### src/design/sdcke_pkg.sv
package sdcke_pkg;

    // ------------------------------------------------------------
    // timing
    // ------------------------------------------------------------
    localparam int unsigned CLK_PERIOD_PS        = 5000;
    localparam int unsigned REFI_EXT_NS_X10      = 39;
    localparam int unsigned REFRESH_EXT_MS       = 32;
    localparam int unsigned CORE_MIN_PS          = 13125;
    localparam int unsigned CORE_MIN_CYC         =
        (CORE_MIN_PS + CLK_PERIOD_PS - 1) / CLK_PERIOD_PS;

    // ------------------------------------------------------------
    // mode register two bit positions
    // ------------------------------------------------------------
    localparam int unsigned AUTO_SELF_REFRESH_BIT = 6;
    localparam int unsigned EXT_SELF_REFRESH_BIT  = 7;

    // ------------------------------------------------------------
    // widths and reset values
    // ------------------------------------------------------------
    localparam int unsigned ADDR_W               = 14;
    localparam int unsigned BANK_W               = 3;
    localparam int unsigned NUM_BANKS            = 8;
    localparam logic [7:0]  OPEN_RST             = 8'h00;

    typedef enum logic [2:0] {
        SDCKE_CMD_MRS,
        SDCKE_CMD_REF,
        SDCKE_CMD_PRE,
        SDCKE_CMD_ACT,
        SDCKE_CMD_WR,
        SDCKE_CMD_RD,
        SDCKE_CMD_ZQ,
        SDCKE_CMD_NOP
    } sdcke_cmd_t;

    typedef enum logic [1:0] {
        SDCKE_ST_ACTIVE,
        SDCKE_ST_PPD,
        SDCKE_ST_APD,
        SDCKE_ST_SREF
    } sdcke_pwr_t;

    typedef struct packed {
        logic              cs_b;
        logic              ras_b;
        logic              cas_b;
        logic              we_b;
        logic [BANK_W-1:0] bank;
        logic [ADDR_W-1:0] addr;
    } sdcke_cmd_in_t;

    typedef struct packed {
        logic              valid;
        sdcke_cmd_t        cmd;
        logic [BANK_W-1:0] bank;
        logic [ADDR_W-1:0] addr;
    } sdcke_cmd_out_t;

    typedef struct packed {
        sdcke_pwr_t         pwr;
        logic               cke;
        logic [NUM_BANKS-1:0] open;
        sdcke_cmd_out_t     cmd;
        logic               term_en;
    } sdcke_state_t;

endpackage : sdcke_pkg

### src/design/sdcke_front.sv
// Summary of operation
// - Every address and control input is captured on the rising edge of the true clock.
// - Clock enable high runs clocks, input buffers and drivers; low stops them.
// - Clock enable low with all banks idle gives precharge power-down or self refresh, else active power-down.
// - Self refresh exit is detected on clock enable without a running clock.
// - In power-down all input buffers are off except clocks, termination control and clock enable.
// - In self refresh all input buffers except clock enable are off.
// - A command on an edge with chip select high is ignored.
// - Chip select is a command-code bit and selects one rank among several.
// - The command is decoded from row strobe, column strobe, write enable and chip select together.
// - Termination control is ignored in self refresh and when disabled by mode registers.
module sdcke_front
    import sdcke_pkg::*;
(
    input  wire logic           ref_clk,
    input  wire logic           rst_b,
    input  wire logic           cke,
    input  wire sdcke_cmd_in_t  cmd_in,
    input  wire logic           die_term_ctl,
    input  wire logic           term_mr_en,
    output sdcke_cmd_out_t      cmd_out,
    output sdcke_pwr_t          pwr_state,
    output logic                clk_run,
    output logic                cmd_buf_en,
    output logic                clk_buf_en,
    output logic                out_drv_en,
    output logic                term_on,
    output logic                sref_wake,
    output logic [NUM_BANKS-1:0] bank_open
);

    sdcke_state_t   s_q;
    sdcke_state_t   s_d;
    sdcke_cmd_t     dec;
    logic           sref_exit_async;

    // ------------------------------------------------------------
    // command decode
    // ------------------------------------------------------------
    always_comb begin
        unique case ({cmd_in.ras_b, cmd_in.cas_b, cmd_in.we_b})
            3'b000:  dec = SDCKE_CMD_MRS;
            3'b001:  dec = SDCKE_CMD_REF;
            3'b010:  dec = SDCKE_CMD_PRE;
            3'b011:  dec = SDCKE_CMD_ACT;
            3'b100:  dec = SDCKE_CMD_WR;
            3'b101:  dec = SDCKE_CMD_RD;
            3'b110:  dec = SDCKE_CMD_ZQ;
            default: dec = SDCKE_CMD_NOP;
        endcase
    end

    // self refresh exit seen as a level with no clock needed
    assign sref_exit_async = (s_q.pwr == SDCKE_ST_SREF) && cke;

    // ------------------------------------------------------------
    // next state
    // ------------------------------------------------------------
    always_comb begin
        s_d           = s_q;
        s_d.cmd.valid = 1'b0;
        s_d.cke       = cke;
        case (s_q.pwr)
            SDCKE_ST_ACTIVE: begin
                if (s_q.cke && !cke) begin
                    if (s_q.open != OPEN_RST) begin
                        s_d.pwr = SDCKE_ST_APD;
                    end else if (!cmd_in.cs_b && dec == SDCKE_CMD_REF) begin
                        s_d.pwr = SDCKE_ST_SREF;
                    end else begin
                        s_d.pwr = SDCKE_ST_PPD;
                    end
                end else if (s_q.cke && !cmd_in.cs_b) begin
                    s_d.cmd.valid = (dec != SDCKE_CMD_NOP);
                    s_d.cmd.cmd   = dec;
                    s_d.cmd.bank  = cmd_in.bank;
                    s_d.cmd.addr  = cmd_in.addr;
                    if (dec == SDCKE_CMD_ACT) begin
                        s_d.open[cmd_in.bank] = 1'b1;
                    end else if (dec == SDCKE_CMD_PRE) begin
                        if (cmd_in.addr[10]) begin
                            s_d.open = OPEN_RST;
                        end else begin
                            s_d.open[cmd_in.bank] = 1'b0;
                        end
                    end
                end
            end
            SDCKE_ST_PPD, SDCKE_ST_APD: begin
                if (cke) begin
                    s_d.pwr = SDCKE_ST_ACTIVE;
                end
            end
            SDCKE_ST_SREF: begin
                if (cke) begin
                    s_d.pwr = SDCKE_ST_ACTIVE;
                end
            end
            default: s_d.pwr = SDCKE_ST_ACTIVE;
        endcase
        s_d.term_en = term_mr_en && die_term_ctl && (s_d.pwr != SDCKE_ST_SREF);
    end

    always_ff @(posedge ref_clk) begin
        if (!rst_b) begin
            s_q       <= '0;
            s_q.pwr   <= SDCKE_ST_ACTIVE;
            s_q.cmd.cmd <= SDCKE_CMD_NOP;
            s_q.open  <= OPEN_RST;
        end else begin
            s_q <= s_d;
        end
    end

    // ------------------------------------------------------------
    // outputs
    // ------------------------------------------------------------
    assign cmd_out    = s_q.cmd;
    assign pwr_state  = s_q.pwr;
    assign bank_open  = s_q.open;
    assign clk_run    = (s_q.pwr == SDCKE_ST_ACTIVE);
    assign out_drv_en = (s_q.pwr == SDCKE_ST_ACTIVE);
    assign cmd_buf_en = (s_q.pwr == SDCKE_ST_ACTIVE);
    assign clk_buf_en = (s_q.pwr != SDCKE_ST_SREF);
    assign term_on    = s_q.term_en;
    assign sref_wake  = sref_exit_async;

    // ------------------------------------------------------------
    // checks
    // ------------------------------------------------------------
    property p_cs_mask;
        @(posedge ref_clk) disable iff (!rst_b)
        (cmd_in.cs_b) |=> !cmd_out.valid;
    endproperty
    a_cs_mask: assert property (p_cs_mask) else $error("command taken with cs high");

    property p_apd;
        @(posedge ref_clk) disable iff (!rst_b)
        (pwr_state == SDCKE_ST_ACTIVE && s_q.cke && !cke && bank_open != OPEN_RST)
            |=> pwr_state == SDCKE_ST_APD;
    endproperty
    a_apd: assert property (p_apd) else $error("active power-down not entered");

    property p_ppd;
        @(posedge ref_clk) disable iff (!rst_b)
        (pwr_state == SDCKE_ST_ACTIVE && s_q.cke && !cke && bank_open == OPEN_RST)
            |=> (pwr_state == SDCKE_ST_PPD || pwr_state == SDCKE_ST_SREF);
    endproperty
    a_ppd: assert property (p_ppd) else $error("idle power-down not entered");

    property p_run;
        @(posedge ref_clk) disable iff (!rst_b)
        clk_run == (pwr_state == SDCKE_ST_ACTIVE) && out_drv_en == clk_run;
    endproperty
    a_run: assert property (p_run) else $error("clocks running outside active");

    property p_pd_buf;
        @(posedge ref_clk) disable iff (!rst_b)
        (pwr_state == SDCKE_ST_PPD || pwr_state == SDCKE_ST_APD) |-> !cmd_buf_en && clk_buf_en;
    endproperty
    a_pd_buf: assert property (p_pd_buf) else $error("power-down buffers wrong");

    property p_sr_buf;
        @(posedge ref_clk) disable iff (!rst_b)
        (pwr_state == SDCKE_ST_SREF) |-> !cmd_buf_en && !clk_buf_en && !term_on;
    endproperty
    a_sr_buf: assert property (p_sr_buf) else $error("self refresh buffers wrong");

    property p_wake;
        @(posedge ref_clk) disable iff (!rst_b)
        (pwr_state == SDCKE_ST_SREF && cke) |-> sref_wake ##1 pwr_state == SDCKE_ST_ACTIVE;
    endproperty
    a_wake: assert property (p_wake) else $error("self refresh exit missed");

    property p_term;
        @(posedge ref_clk) disable iff (!rst_b)
        (!term_mr_en) |=> !term_on;
    endproperty
    a_term: assert property (p_term) else $error("termination on while disabled");

    property p_act;
        @(posedge ref_clk) disable iff (!rst_b)
        (pwr_state == SDCKE_ST_ACTIVE && s_q.cke && cke && !cmd_in.cs_b
            && {cmd_in.ras_b, cmd_in.cas_b, cmd_in.we_b} == 3'b011)
            |=> cmd_out.valid && cmd_out.cmd == SDCKE_CMD_ACT && bank_open[cmd_out.bank];
    endproperty
    a_act: assert property (p_act) else $error("activate not decoded");

    property p_lowpwr_mask;
        @(posedge ref_clk) disable iff (!rst_b)
        (pwr_state != SDCKE_ST_ACTIVE) |=> !cmd_out.valid;
    endproperty
    a_lowpwr_mask: assert property (p_lowpwr_mask) else $error("command taken in low power");

    property p_pre_all;
        @(posedge ref_clk) disable iff (!rst_b)
        (pwr_state == SDCKE_ST_ACTIVE && s_q.cke && cke && !cmd_in.cs_b
            && {cmd_in.ras_b, cmd_in.cas_b, cmd_in.we_b} == 3'b010 && cmd_in.addr[10])
            |=> bank_open == OPEN_RST;
    endproperty
    a_pre_all: assert property (p_pre_all) else $error("precharge all left a bank open");

    property p_sref_entry;
        @(posedge ref_clk) disable iff (!rst_b)
        (pwr_state == SDCKE_ST_ACTIVE && s_q.cke && !cke && !cmd_in.cs_b
            && {cmd_in.ras_b, cmd_in.cas_b, cmd_in.we_b} == 3'b001 && bank_open == OPEN_RST)
            |=> pwr_state == SDCKE_ST_SREF;
    endproperty
    a_sref_entry: assert property (p_sref_entry) else $error("self refresh not entered");

    property p_stay;
        @(posedge ref_clk) disable iff (!rst_b)
        (pwr_state != SDCKE_ST_ACTIVE && !cke) |=> $stable(pwr_state);
    endproperty
    a_stay: assert property (p_stay) else $error("low power left with cke low");

    property p_pd_exit;
        @(posedge ref_clk) disable iff (!rst_b)
        ((pwr_state == SDCKE_ST_PPD || pwr_state == SDCKE_ST_APD) && cke)
            |=> pwr_state == SDCKE_ST_ACTIVE && clk_run;
    endproperty
    a_pd_exit: assert property (p_pd_exit) else $error("power-down exit missed");

    property p_term_on;
        @(posedge ref_clk) disable iff (!rst_b)
        (term_mr_en && die_term_ctl && pwr_state == SDCKE_ST_ACTIVE && !(s_q.cke && !cke))
            |=> term_on;
    endproperty
    a_term_on: assert property (p_term_on) else $error("termination request lost");

endmodule : sdcke_front

### config.mk
export PLATFORM = sky130hd
export DESIGN_NAME = sdcke_front
export DESIGN_NICKNAME = d
export VERILOG_FILES = /design/src/design/sdcke_pkg.sv /design/src/design/sdcke_front.sv
export SDC_FILE = /design/constraint.sdc
export NUM_CORES = 1
export LEC_CHECK = 0
export ABC_AREA = 1
export ABC_CLOCK_PERIOD_IN_PS = 2100
export BUFFER_PORTS_ARGS = -buffer_cell sky130_fd_sc_hd__buf_2
export CAP_MARGIN = 25
export CORE_MARGIN = 2
export CORE_UTILIZATION = 30
export CTS_BUF_LIST = sky130_fd_sc_hd__clkbuf_4 sky130_fd_sc_hd__clkbuf_8 sky130_fd_sc_hd__clkbuf_16
export DETAILED_ROUTE_END_ITERATION = 6
export REMOVE_ABC_BUFFERS = 1
export SKIP_CTS_REPAIR_TIMING = 1
export SYNTH_ARGS = -nofsm -noshare
export SYNTH_HDL_FRONTEND = slang
export SYNTH_SLANG_ARGS = --single-unit
### constraint.sdc
create_clock -name ref_clk -period 2.1 [get_ports ref_clk]
set_input_delay 0.315 -clock ref_clk [delete_from_list [all_inputs] [get_ports ref_clk]]
set_output_delay 0.315 -clock ref_clk [all_outputs]
set_load 0.005 [all_outputs]
==> flow_results.xml, run 1 <==
<?xml version="1.0" encoding="UTF-8"?>
<metrics>
  <group name="power_and_ir_drop">
    <metric name="p_per_area" unit="nW/µm²">652</metric>
    <metric name="max-vdd-ir-drop" unit="mV">0.237</metric>
    <metric name="static-leakage-power" unit="nW">0.987</metric>
  </group>
  <group name="floorplanning">
    <metric name="die-height" unit="µm">79.6</metric>
    <metric name="top_ports" unit="">63</metric>
    <metric name="initial_standard_cell_utilization_of_the_core" unit="%">31.2</metric>
    <metric name="floorplan.die.width" unit="µm">79.6</metric>
    <metric name="design.core.area" unit="µm²">5510</metric>
    <metric name="total_die_area" unit="µm²">6340</metric>
    <metric name="rows" unit="">27</metric>
  </group>
  <group name="cells_and_area">
    <metric name="layoutNonFillerInstCount" unit="">340</metric>
    <metric name="insertedDiodeCount" unit="">0</metric>
    <metric name="finalNetCount" unit="">293</metric>
    <metric name="area_growth_syn_to_layout" unit="%">11.7</metric>
    <metric name="layout.cells.most_common_list" unit="">62 x buf_2, 45 x nand2_1, 33 x nor2_1, 33 x dfxtp_1, 19 x inv_1</metric>
    <metric name="drive_gt1_share" unit="%">31.3</metric>
    <metric name="layout_commonest_cell" unit="">buf_2</metric>
  </group>
  <group name="placed_design">
    <metric name="dp_hpwl" unit="µm">2790</metric>
    <metric name="dpl.cell_count" unit="">332</metric>
    <metric name="io_buffer_count" unit="">62</metric>
    <metric name="gp_congestion" unit="">0.784</metric>
  </group>
  <group name="min_path">
    <metric name="timing.hold.worst.class" unit="">in2reg</metric>
  </group>
  <group name="timing">
    <metric name="finalSetupTns" unit="ns">0</metric>
    <metric name="setup_viol_count_final" unit="">0</metric>
    <metric name="final.period_utilization" unit="%">62.9</metric>
    <metric name="period_needed" unit="ns">1.32</metric>
    <metric name="normalized_max_slew_margin" unit="%">74.2</metric>
    <metric name="grt_setup_unrepaired" unit="">false</metric>
    <metric name="finalHoldViolCount" unit="">0</metric>
    <metric name="clock.fmax" unit="GHz">0.757</metric>
    <metric name="fin_skew" unit="ns">0.00272</metric>
    <metric name="slew_viol_final" unit="">0</metric>
    <metric name="timing_worst_slew_pin_value" unit="ns">0.387</metric>
  </group>
  <group name="routing">
    <metric name="first_pass_iters" unit="">4</metric>
    <metric name="drt.antenna.violating_nets" unit="">0</metric>
    <metric name="drt_iter0_markers" unit="">52</metric>
    <metric name="finalWirelength" unit="µm">3720</metric>
    <metric name="vias" unit="">1457</metric>
    <metric name="drt_drc_violations_left" unit="">0</metric>
    <metric name="wire_per_inst" unit="µm">10.9</metric>
    <metric name="vias_per_cell" unit="">4.29</metric>
  </group>
  <group name="worst_setup_path">
    <metric name="path_cells" unit="">nand2_1 &gt; nor2_1 &gt; buf_2</metric>
    <metric name="critical_path_buf_inv_count" unit="">1</metric>
    <metric name="timing.setup.critical_path_class" unit="">reg2out</metric>
    <metric name="max_stage_delay" unit="ns">0.43</metric>
    <metric name="cp_data_required_time" unit="ns">1.78</metric>
    <metric name="timing.critical_path.from_type" unit="">flip-flop</metric>
    <metric name="timing.critical_path.slowest_stage_cell" unit="">dfxtp_1</metric>
    <metric name="path_delay_family" unit="">flip-flops</metric>
    <metric name="critical_path.max_fanout" unit="">5</metric>
    <metric name="critPathArrivalTime" unit="ns">1.01</metric>
    <metric name="critical_path.endpoint_type" unit="">output port</metric>
  </group>
  <group name="logic_synthesis">
    <metric name="yosys_register_bits" unit="">33</metric>
    <metric name="synthesized_instance_count" unit="">236</metric>
    <metric name="yosysWarningCount" unit="">0</metric>
    <metric name="synth_cell_type_count" unit="">25</metric>
    <metric name="netlist_area_pre_place" unit="µm²">1720</metric>
    <metric name="seq_area_frac_synth" unit="%">38.5</metric>
    <metric name="syn_area_per_cell" unit="µm²">7.27</metric>
  </group>
  <group name="grt">
    <metric name="grt_util_all_layers" unit="%">12.0</metric>
    <metric name="grt_antenna_before_repair" unit="">0</metric>
    <metric name="gr-total-overflow" unit="">0</metric>
    <metric name="first_global_vias" unit="">1283</metric>
    <metric name="grt_start_max_net_pins" unit="">22</metric>
    <metric name="wire_length_of_the_first_global_routing_pass" unit="µm">5870</metric>
  </group>
  <group name="clock_network">
    <metric name="clk_path_buf_depth" unit="">2</metric>
    <metric name="clk_pin_slew_worst_paths" unit="ns">0.07</metric>
    <metric name="cts-htree-levels" unit="">2</metric>
    <metric name="tritoncts" unit="">yes</metric>
    <metric name="clk-insertion-delay-late" unit="ns">0.28</metric>
    <metric name="cts_num_sinks" unit="">33</metric>
    <metric name="root_buffer" unit="">clkbuf_8</metric>
    <metric name="cts-buffers-inserted" unit="">5</metric>
  </group>
  <group name="run">
    <metric name="maxCapViolCount" unit="">0</metric>
  </group>
  <group name="status">
    <metric name="outcome" unit="">finished clean</metric>
  </group>
</metrics>
[metrics by stage]
stage / total power, mW / hold WS [ns] / utilization, % / area [µm²] / worst slack [ns]
after floorplan: 0.734 / 0.408 / - / 1420 / 0.652
after global placement: 0.802 / 0.453 / 33.2 / 1830 / 0.814
after detailed placement: 0.803 / 0.462 / 33.2 / 1830 / 0.792
after CTS: 1.27 / 0.254 / 34.8 / 1920 / 0.768
after global routing: 1.32 / 0.258 / 34.8 / 1920 / 0.642
final: 1.25 / 0.262 / 34.8 / 1920 / 0.780
[synthesized netlist by cell type]
library cell	count	share of area (%)
clkinv_1	1	0.22
nor2_1	33	7.2
a21oi_1	12	3.5
o21ai_0	16	4.7
a311oi_1	1	0.51
and2_1	1	0.36
buf_6	2	1.3
clkbuf_8	1	0.80
dfxtp_1	33	39
o211ai_1	2	0.88
o21ai_2	1	0.51
inv_1	19	4.2
clkbuf_2	1	0.29
o21ai_1	2	0.58
clkbuf_1	3	0.66
nand2_1	45	9.8
inv_2	3	0.66
nand4_2	1	0.73
nand4_1	1	0.36
nand3_1	18	5.3
nor2_4	1	0.66
nand3_2	2	1.2
buf_4	33	14
nor2_8	1	1.2
a21oi_2	3	1.5
[metal layers]
metal / vias to the layer above / track usage, % / part of all wire, %
met3: 2 / 3.73 / 6.2
met2: 44 / 19.9 / 47
met1: 636 / 14.9 / 47
li1: 775 / - / -
met4: 0 / 3.62 / 0.40
met5: - / 0 / 0
[sequential cells by signal (all words and copies together), names as in the netlist]
register / cells
term_on: 1
pwr_state: 2
cmd_out: 21
bank_open: 8
s_q: 1
[cell type report]
class                      count  area (µm²)
fill                         609        3590
multi-input combinational    140         668
sequential                    33         661
timing repair buffer          64         325
tap                           72        90.1
inverter                      23        86.3
clock buffer                   5        68.8
clock inverter                 3        17.5
[final timing paths]
| path | start | end | slack (ns) | cells after the start |
|---|---|---|---|---|
| setup / recovery | pwr_state[1] | sref_wake | 0.78 | 3 |
| hold / removal | cmd_in[19] | cmd_out[20] | 0.26 | 2 |
| setup reg to reg | pwr_state[0] | cmd_out[16] | 0.80 | 5 |
| hold reg to reg | cmd_out[19] | cmd_out[19] | 0.47 | 2 |
[where the power goes]
group,internal (mW),total (mW),switching [mW],leakage (nW)
clock network,0.228,0.463,0.234,0.0439
logic,0.0555,0.135,0.0799,0.675
registers,0.642,0.652,0.00934,0.268
total,0.926,1.25,0.324,0.987
[logic make-up after synthesis]
logic type,Yosys count,share of synthesized area (%)
DFF,33,38.5
and+or+nand+nor,103,26.8
AOI/OAI and AO/OA,37,12.2
buffers and inverters,63,22.5
[worst register-to-register path, stage by stage, from the launching register on]
cell and delay [ns]:
dfxtp_1 0.36, nor2_4 0.18, nand4_2 0.13, inv_2 0.33, o21ai_0 0.14, a21oi_1 0.11
Power figures use the tool's default switching activity.
==> run 2: changes to the inputs <==
--- a/config.mk
+++ b/config.mk
@@ -6,7 +6,7 @@
 export NUM_CORES = 1
 export LEC_CHECK = 0
 export ABC_AREA = 1
-export ABC_CLOCK_PERIOD_IN_PS = 2100
+export ABC_CLOCK_PERIOD_IN_PS = 1400
 export BUFFER_PORTS_ARGS = -buffer_cell sky130_fd_sc_hd__buf_2
 export CAP_MARGIN = 25
 export CORE_MARGIN = 2
==> constraint.sdc (replaced) <==
create_clock -name ref_clk -period 1.4 [get_ports ref_clk]
set_input_delay 0.21 -clock ref_clk [delete_from_list [all_inputs] [get_ports ref_clk]]
set_output_delay 0.21 -clock ref_clk [all_outputs]
set_load 0.005 [all_outputs]
==> run 2 against run 1 <==
Register-to-register slack worse by 0.65 ns. Critical path type is now reg2reg. Largest power group unchanged. Largest cell class unchanged. Power up 51%. Via count down 0.41%. Routed wire length up 0.13%.
==> flow_results.xml, run 2 (synthesis gave the netlist of run 1 again) <==
<?xml version="1.0" encoding="UTF-8"?>
<metrics>
  <group name="status">
    <metric name="outcome" unit="">finished clean</metric>
  </group>
  <group name="placed_design">
    <metric name="post_detailed_placement_cell_area" unit="µm²">1850</metric>
    <metric name="io_buffer_count" unit="">62</metric>
    <metric name="gp_congestion" unit="">0.786</metric>
    <metric name="dpl.cell_count" unit="">334</metric>
    <metric name="dp_hpwl" unit="µm">2800</metric>
  </group>
  <group name="grt">
    <metric name="grt_antenna_before_repair" unit="">0</metric>
    <metric name="gr-total-overflow" unit="">0</metric>
    <metric name="wire_length_of_the_first_global_routing_pass" unit="µm">5880</metric>
    <metric name="first_global_vias" unit="">1279</metric>
    <metric name="grt_util_all_layers" unit="%">11.8</metric>
    <metric name="grt_start_max_net_pins" unit="">23</metric>
  </group>
  <group name="run">
    <metric name="maxCapViolCount" unit="">0</metric>
  </group>
  <group name="power_and_ir_drop">
    <metric name="p_per_area" unit="nW/µm²">973</metric>
    <metric name="power.share.sequential" unit="%">51.9</metric>
    <metric name="power.combinational.fraction" unit="%">10.9</metric>
    <metric name="internal_power" unit="mW">1.39</metric>
    <metric name="power_frac_clock" unit="%">37.2</metric>
    <metric name="netSwitchingPower" unit="µW">491</metric>
    <metric name="static-leakage-power" unit="nW">0.997</metric>
    <metric name="switching_share" unit="%">26.1</metric>
    <metric name="max-vdd-ir-drop" unit="mV">0.330</metric>
  </group>
  <group name="timing">
    <metric name="clock.fmax" unit="GHz">0.799</metric>
    <metric name="timing_worst_slew_pin_value" unit="ns">0.386</metric>
    <metric name="period_needed" unit="ns">1.25</metric>
    <metric name="timing.hold.ws" unit="ns">0.161</metric>
    <metric name="setup_viol_count_final" unit="">0</metric>
    <metric name="final.period_utilization" unit="%">89.4</metric>
    <metric name="normalized_max_slew_margin" unit="%">74.3</metric>
    <metric name="finalHoldViolCount" unit="">0</metric>
    <metric name="fin_skew" unit="ns">0.00386</metric>
    <metric name="slew_viol_final" unit="">0</metric>
    <metric name="grt_setup_unrepaired" unit="">false</metric>
  </group>
  <group name="worst_setup_path">
    <metric name="rr_endpoint" unit="">bank_open[5]</metric>
    <metric name="cp_data_required_time" unit="ns">1.55</metric>
    <metric name="timing.critical_path.from_type" unit="">flip-flop</metric>
    <metric name="reg2regPathDepth" unit="">6</metric>
    <metric name="regToRegStartpoint" unit="">pwr_state[0]</metric>
    <metric name="timing.setup.critical_path_class" unit="">reg2reg</metric>
    <metric name="critical_path.endpoint_type" unit="">flip-flop</metric>
    <metric name="critical_path.max_fanout" unit="">9</metric>
    <metric name="regToRegSetupSlack" unit="ns">0.15</metric>
    <metric name="critPathArrivalTime" unit="ns">1.41</metric>
  </group>
  <group name="cells_and_area">
    <metric name="drive_gt1_share" unit="%">31.9</metric>
    <metric name="layoutNonFillerInstCount" unit="">342</metric>
    <metric name="finalNetCount" unit="">295</metric>
    <metric name="insertedDiodeCount" unit="">0</metric>
    <metric name="largest_register_ff_count" unit="">21</metric>
    <metric name="area_growth_syn_to_layout" unit="%">12.8</metric>
    <metric name="layout.cells.most_common_list" unit="">62 x buf_2, 45 x nand2_1, 33 x nor2_1, 33 x dfxtp_1, 19 x inv_1</metric>
    <metric name="final_std_cell_area_no_fill" unit="µm²">1930</metric>
    <metric name="layout_commonest_cell" unit="">buf_2</metric>
  </group>
  <group name="min_path">
    <metric name="whs_path_depth" unit="">3</metric>
    <metric name="hold_start" unit="">die_term_ctl</metric>
    <metric name="timing.hold.worst.class" unit="">in2reg</metric>
    <metric name="hold_end" unit="">term_on</metric>
  </group>
  <group name="clock_network">
    <metric name="clk-insertion-delay-late" unit="ns">0.28</metric>
    <metric name="cts-buffers-inserted" unit="">5</metric>
    <metric name="cts-htree-levels" unit="">2</metric>
    <metric name="cts_num_sinks" unit="">33</metric>
    <metric name="root_buffer" unit="">clkbuf_8</metric>
    <metric name="tritoncts" unit="">yes</metric>
    <metric name="clk_pin_slew_worst_paths" unit="ns">0.07</metric>
    <metric name="clk_path_buf_depth" unit="">2</metric>
  </group>
  <group name="floorplanning">
    <metric name="rows" unit="">27</metric>
    <metric name="die-height" unit="µm">79.6</metric>
    <metric name="total_die_area" unit="µm²">6340</metric>
    <metric name="floorplan.die.width" unit="µm">79.6</metric>
    <metric name="initial_standard_cell_utilization_of_the_core" unit="%">31.2</metric>
    <metric name="top_ports" unit="">63</metric>
    <metric name="design.core.area" unit="µm²">5510</metric>
  </group>
  <group name="routing">
    <metric name="wire_per_inst" unit="µm">10.9</metric>
    <metric name="drt_drc_violations_left" unit="">0</metric>
    <metric name="drt_iter0_markers" unit="">37</metric>
    <metric name="drt.antenna.violating_nets" unit="">0</metric>
    <metric name="vias" unit="">1451</metric>
    <metric name="vias_per_cell" unit="">4.24</metric>
    <metric name="first_pass_iters" unit="">4</metric>
    <metric name="finalWirelength" unit="µm">3720</metric>
  </group>
</metrics>
[run 2: cell types whose count changed in the layout (fill, tap and decap cells not counted)]
cell,delta
inv_4,+1
inv_2,-1
buf_4,+2
[run 2: per-layer routing]
| metal | track usage, % | up-vias | routed length, µm |
|---|---|---|---|
| li1 | - | 778 | - |
| met1 | 15.0 | 635 | 1810 |
| met2 | 18.9 | 36 | 1660 |
| met3 | 3.62 | 2 | 232 |
| met4 | 3.62 | 0 | 15 |
| met5 | 0 | - | 0 |
[run 2: how the worst max path moves through the flow]
stage | start | end | slack, ns | cells past startpoint
3_5_place_dp | pwr_state[0] | cmd_out[0] | 0.15 | 6
3_3_place_gp | pwr_state[0] | cmd_out[20] | 0.21 | 4
4_1_cts | pwr_state[0] | cmd_out[0] | 0.14 | 6
2_1_floorplan | pwr_state[0] | cmd_out[16] | -0.05 | 5
6_report | pwr_state[0] | bank_open[5] | 0.15 | 6
5_1_grt | pwr_state[0] | cmd_out[5] | 0.0008 | 5
[run 2: cell type report]
class / count / area [µm²]
Fill cell: 614 / 3570
Multi-Input combinational cell: 140 / 668
Tap cell: 72 / 90.1
Clock inverter: 3 / 17.5
Sequential cell: 33 / 661
Clock buffer: 5 / 68.8
Timing Repair Buffer: 66 / 340
Inverter: 23 / 88.8
[run 2: worst max-delay path, cell delays in order, from the launching register on]
cell	delay [ns]
dfxtp_1	0.36
nor2_4	0.18
nand3_2	0.14
nor2_8	0.20
inv_2	0.10
nand2_1	0.07
a21oi_1	0.06
[run 2: through the flow]
stage | util, % | power [mW] | setup slack (ns) | TNS, ns
after floorplan | - | 1.10 | -0.0482 | -0.106
after global placement | 33.5 | 1.20 | 0.207 | 0
after detailed placement | 33.5 | 1.21 | 0.151 | 0
after CTS | 35.1 | 1.92 | 0.137 | 0
after global routing | 35.1 | 1.98 | 0.000754 | 0
final | 35.1 | 1.88 | 0.148 | 0
[run 2: power groups by stage]
stage | logic, mW | clock network (mW) | registers (mW)
after floorplan | 0.0996 | 0 | 1.00
after global placement | 0.206 | 0 | 0.998
after detailed placement | 0.207 | 0 | 0.999
after CTS | 0.207 | 0.738 | 0.977
after global routing | 0.235 | 0.767 | 0.980
final | 0.205 | 0.701 | 0.977
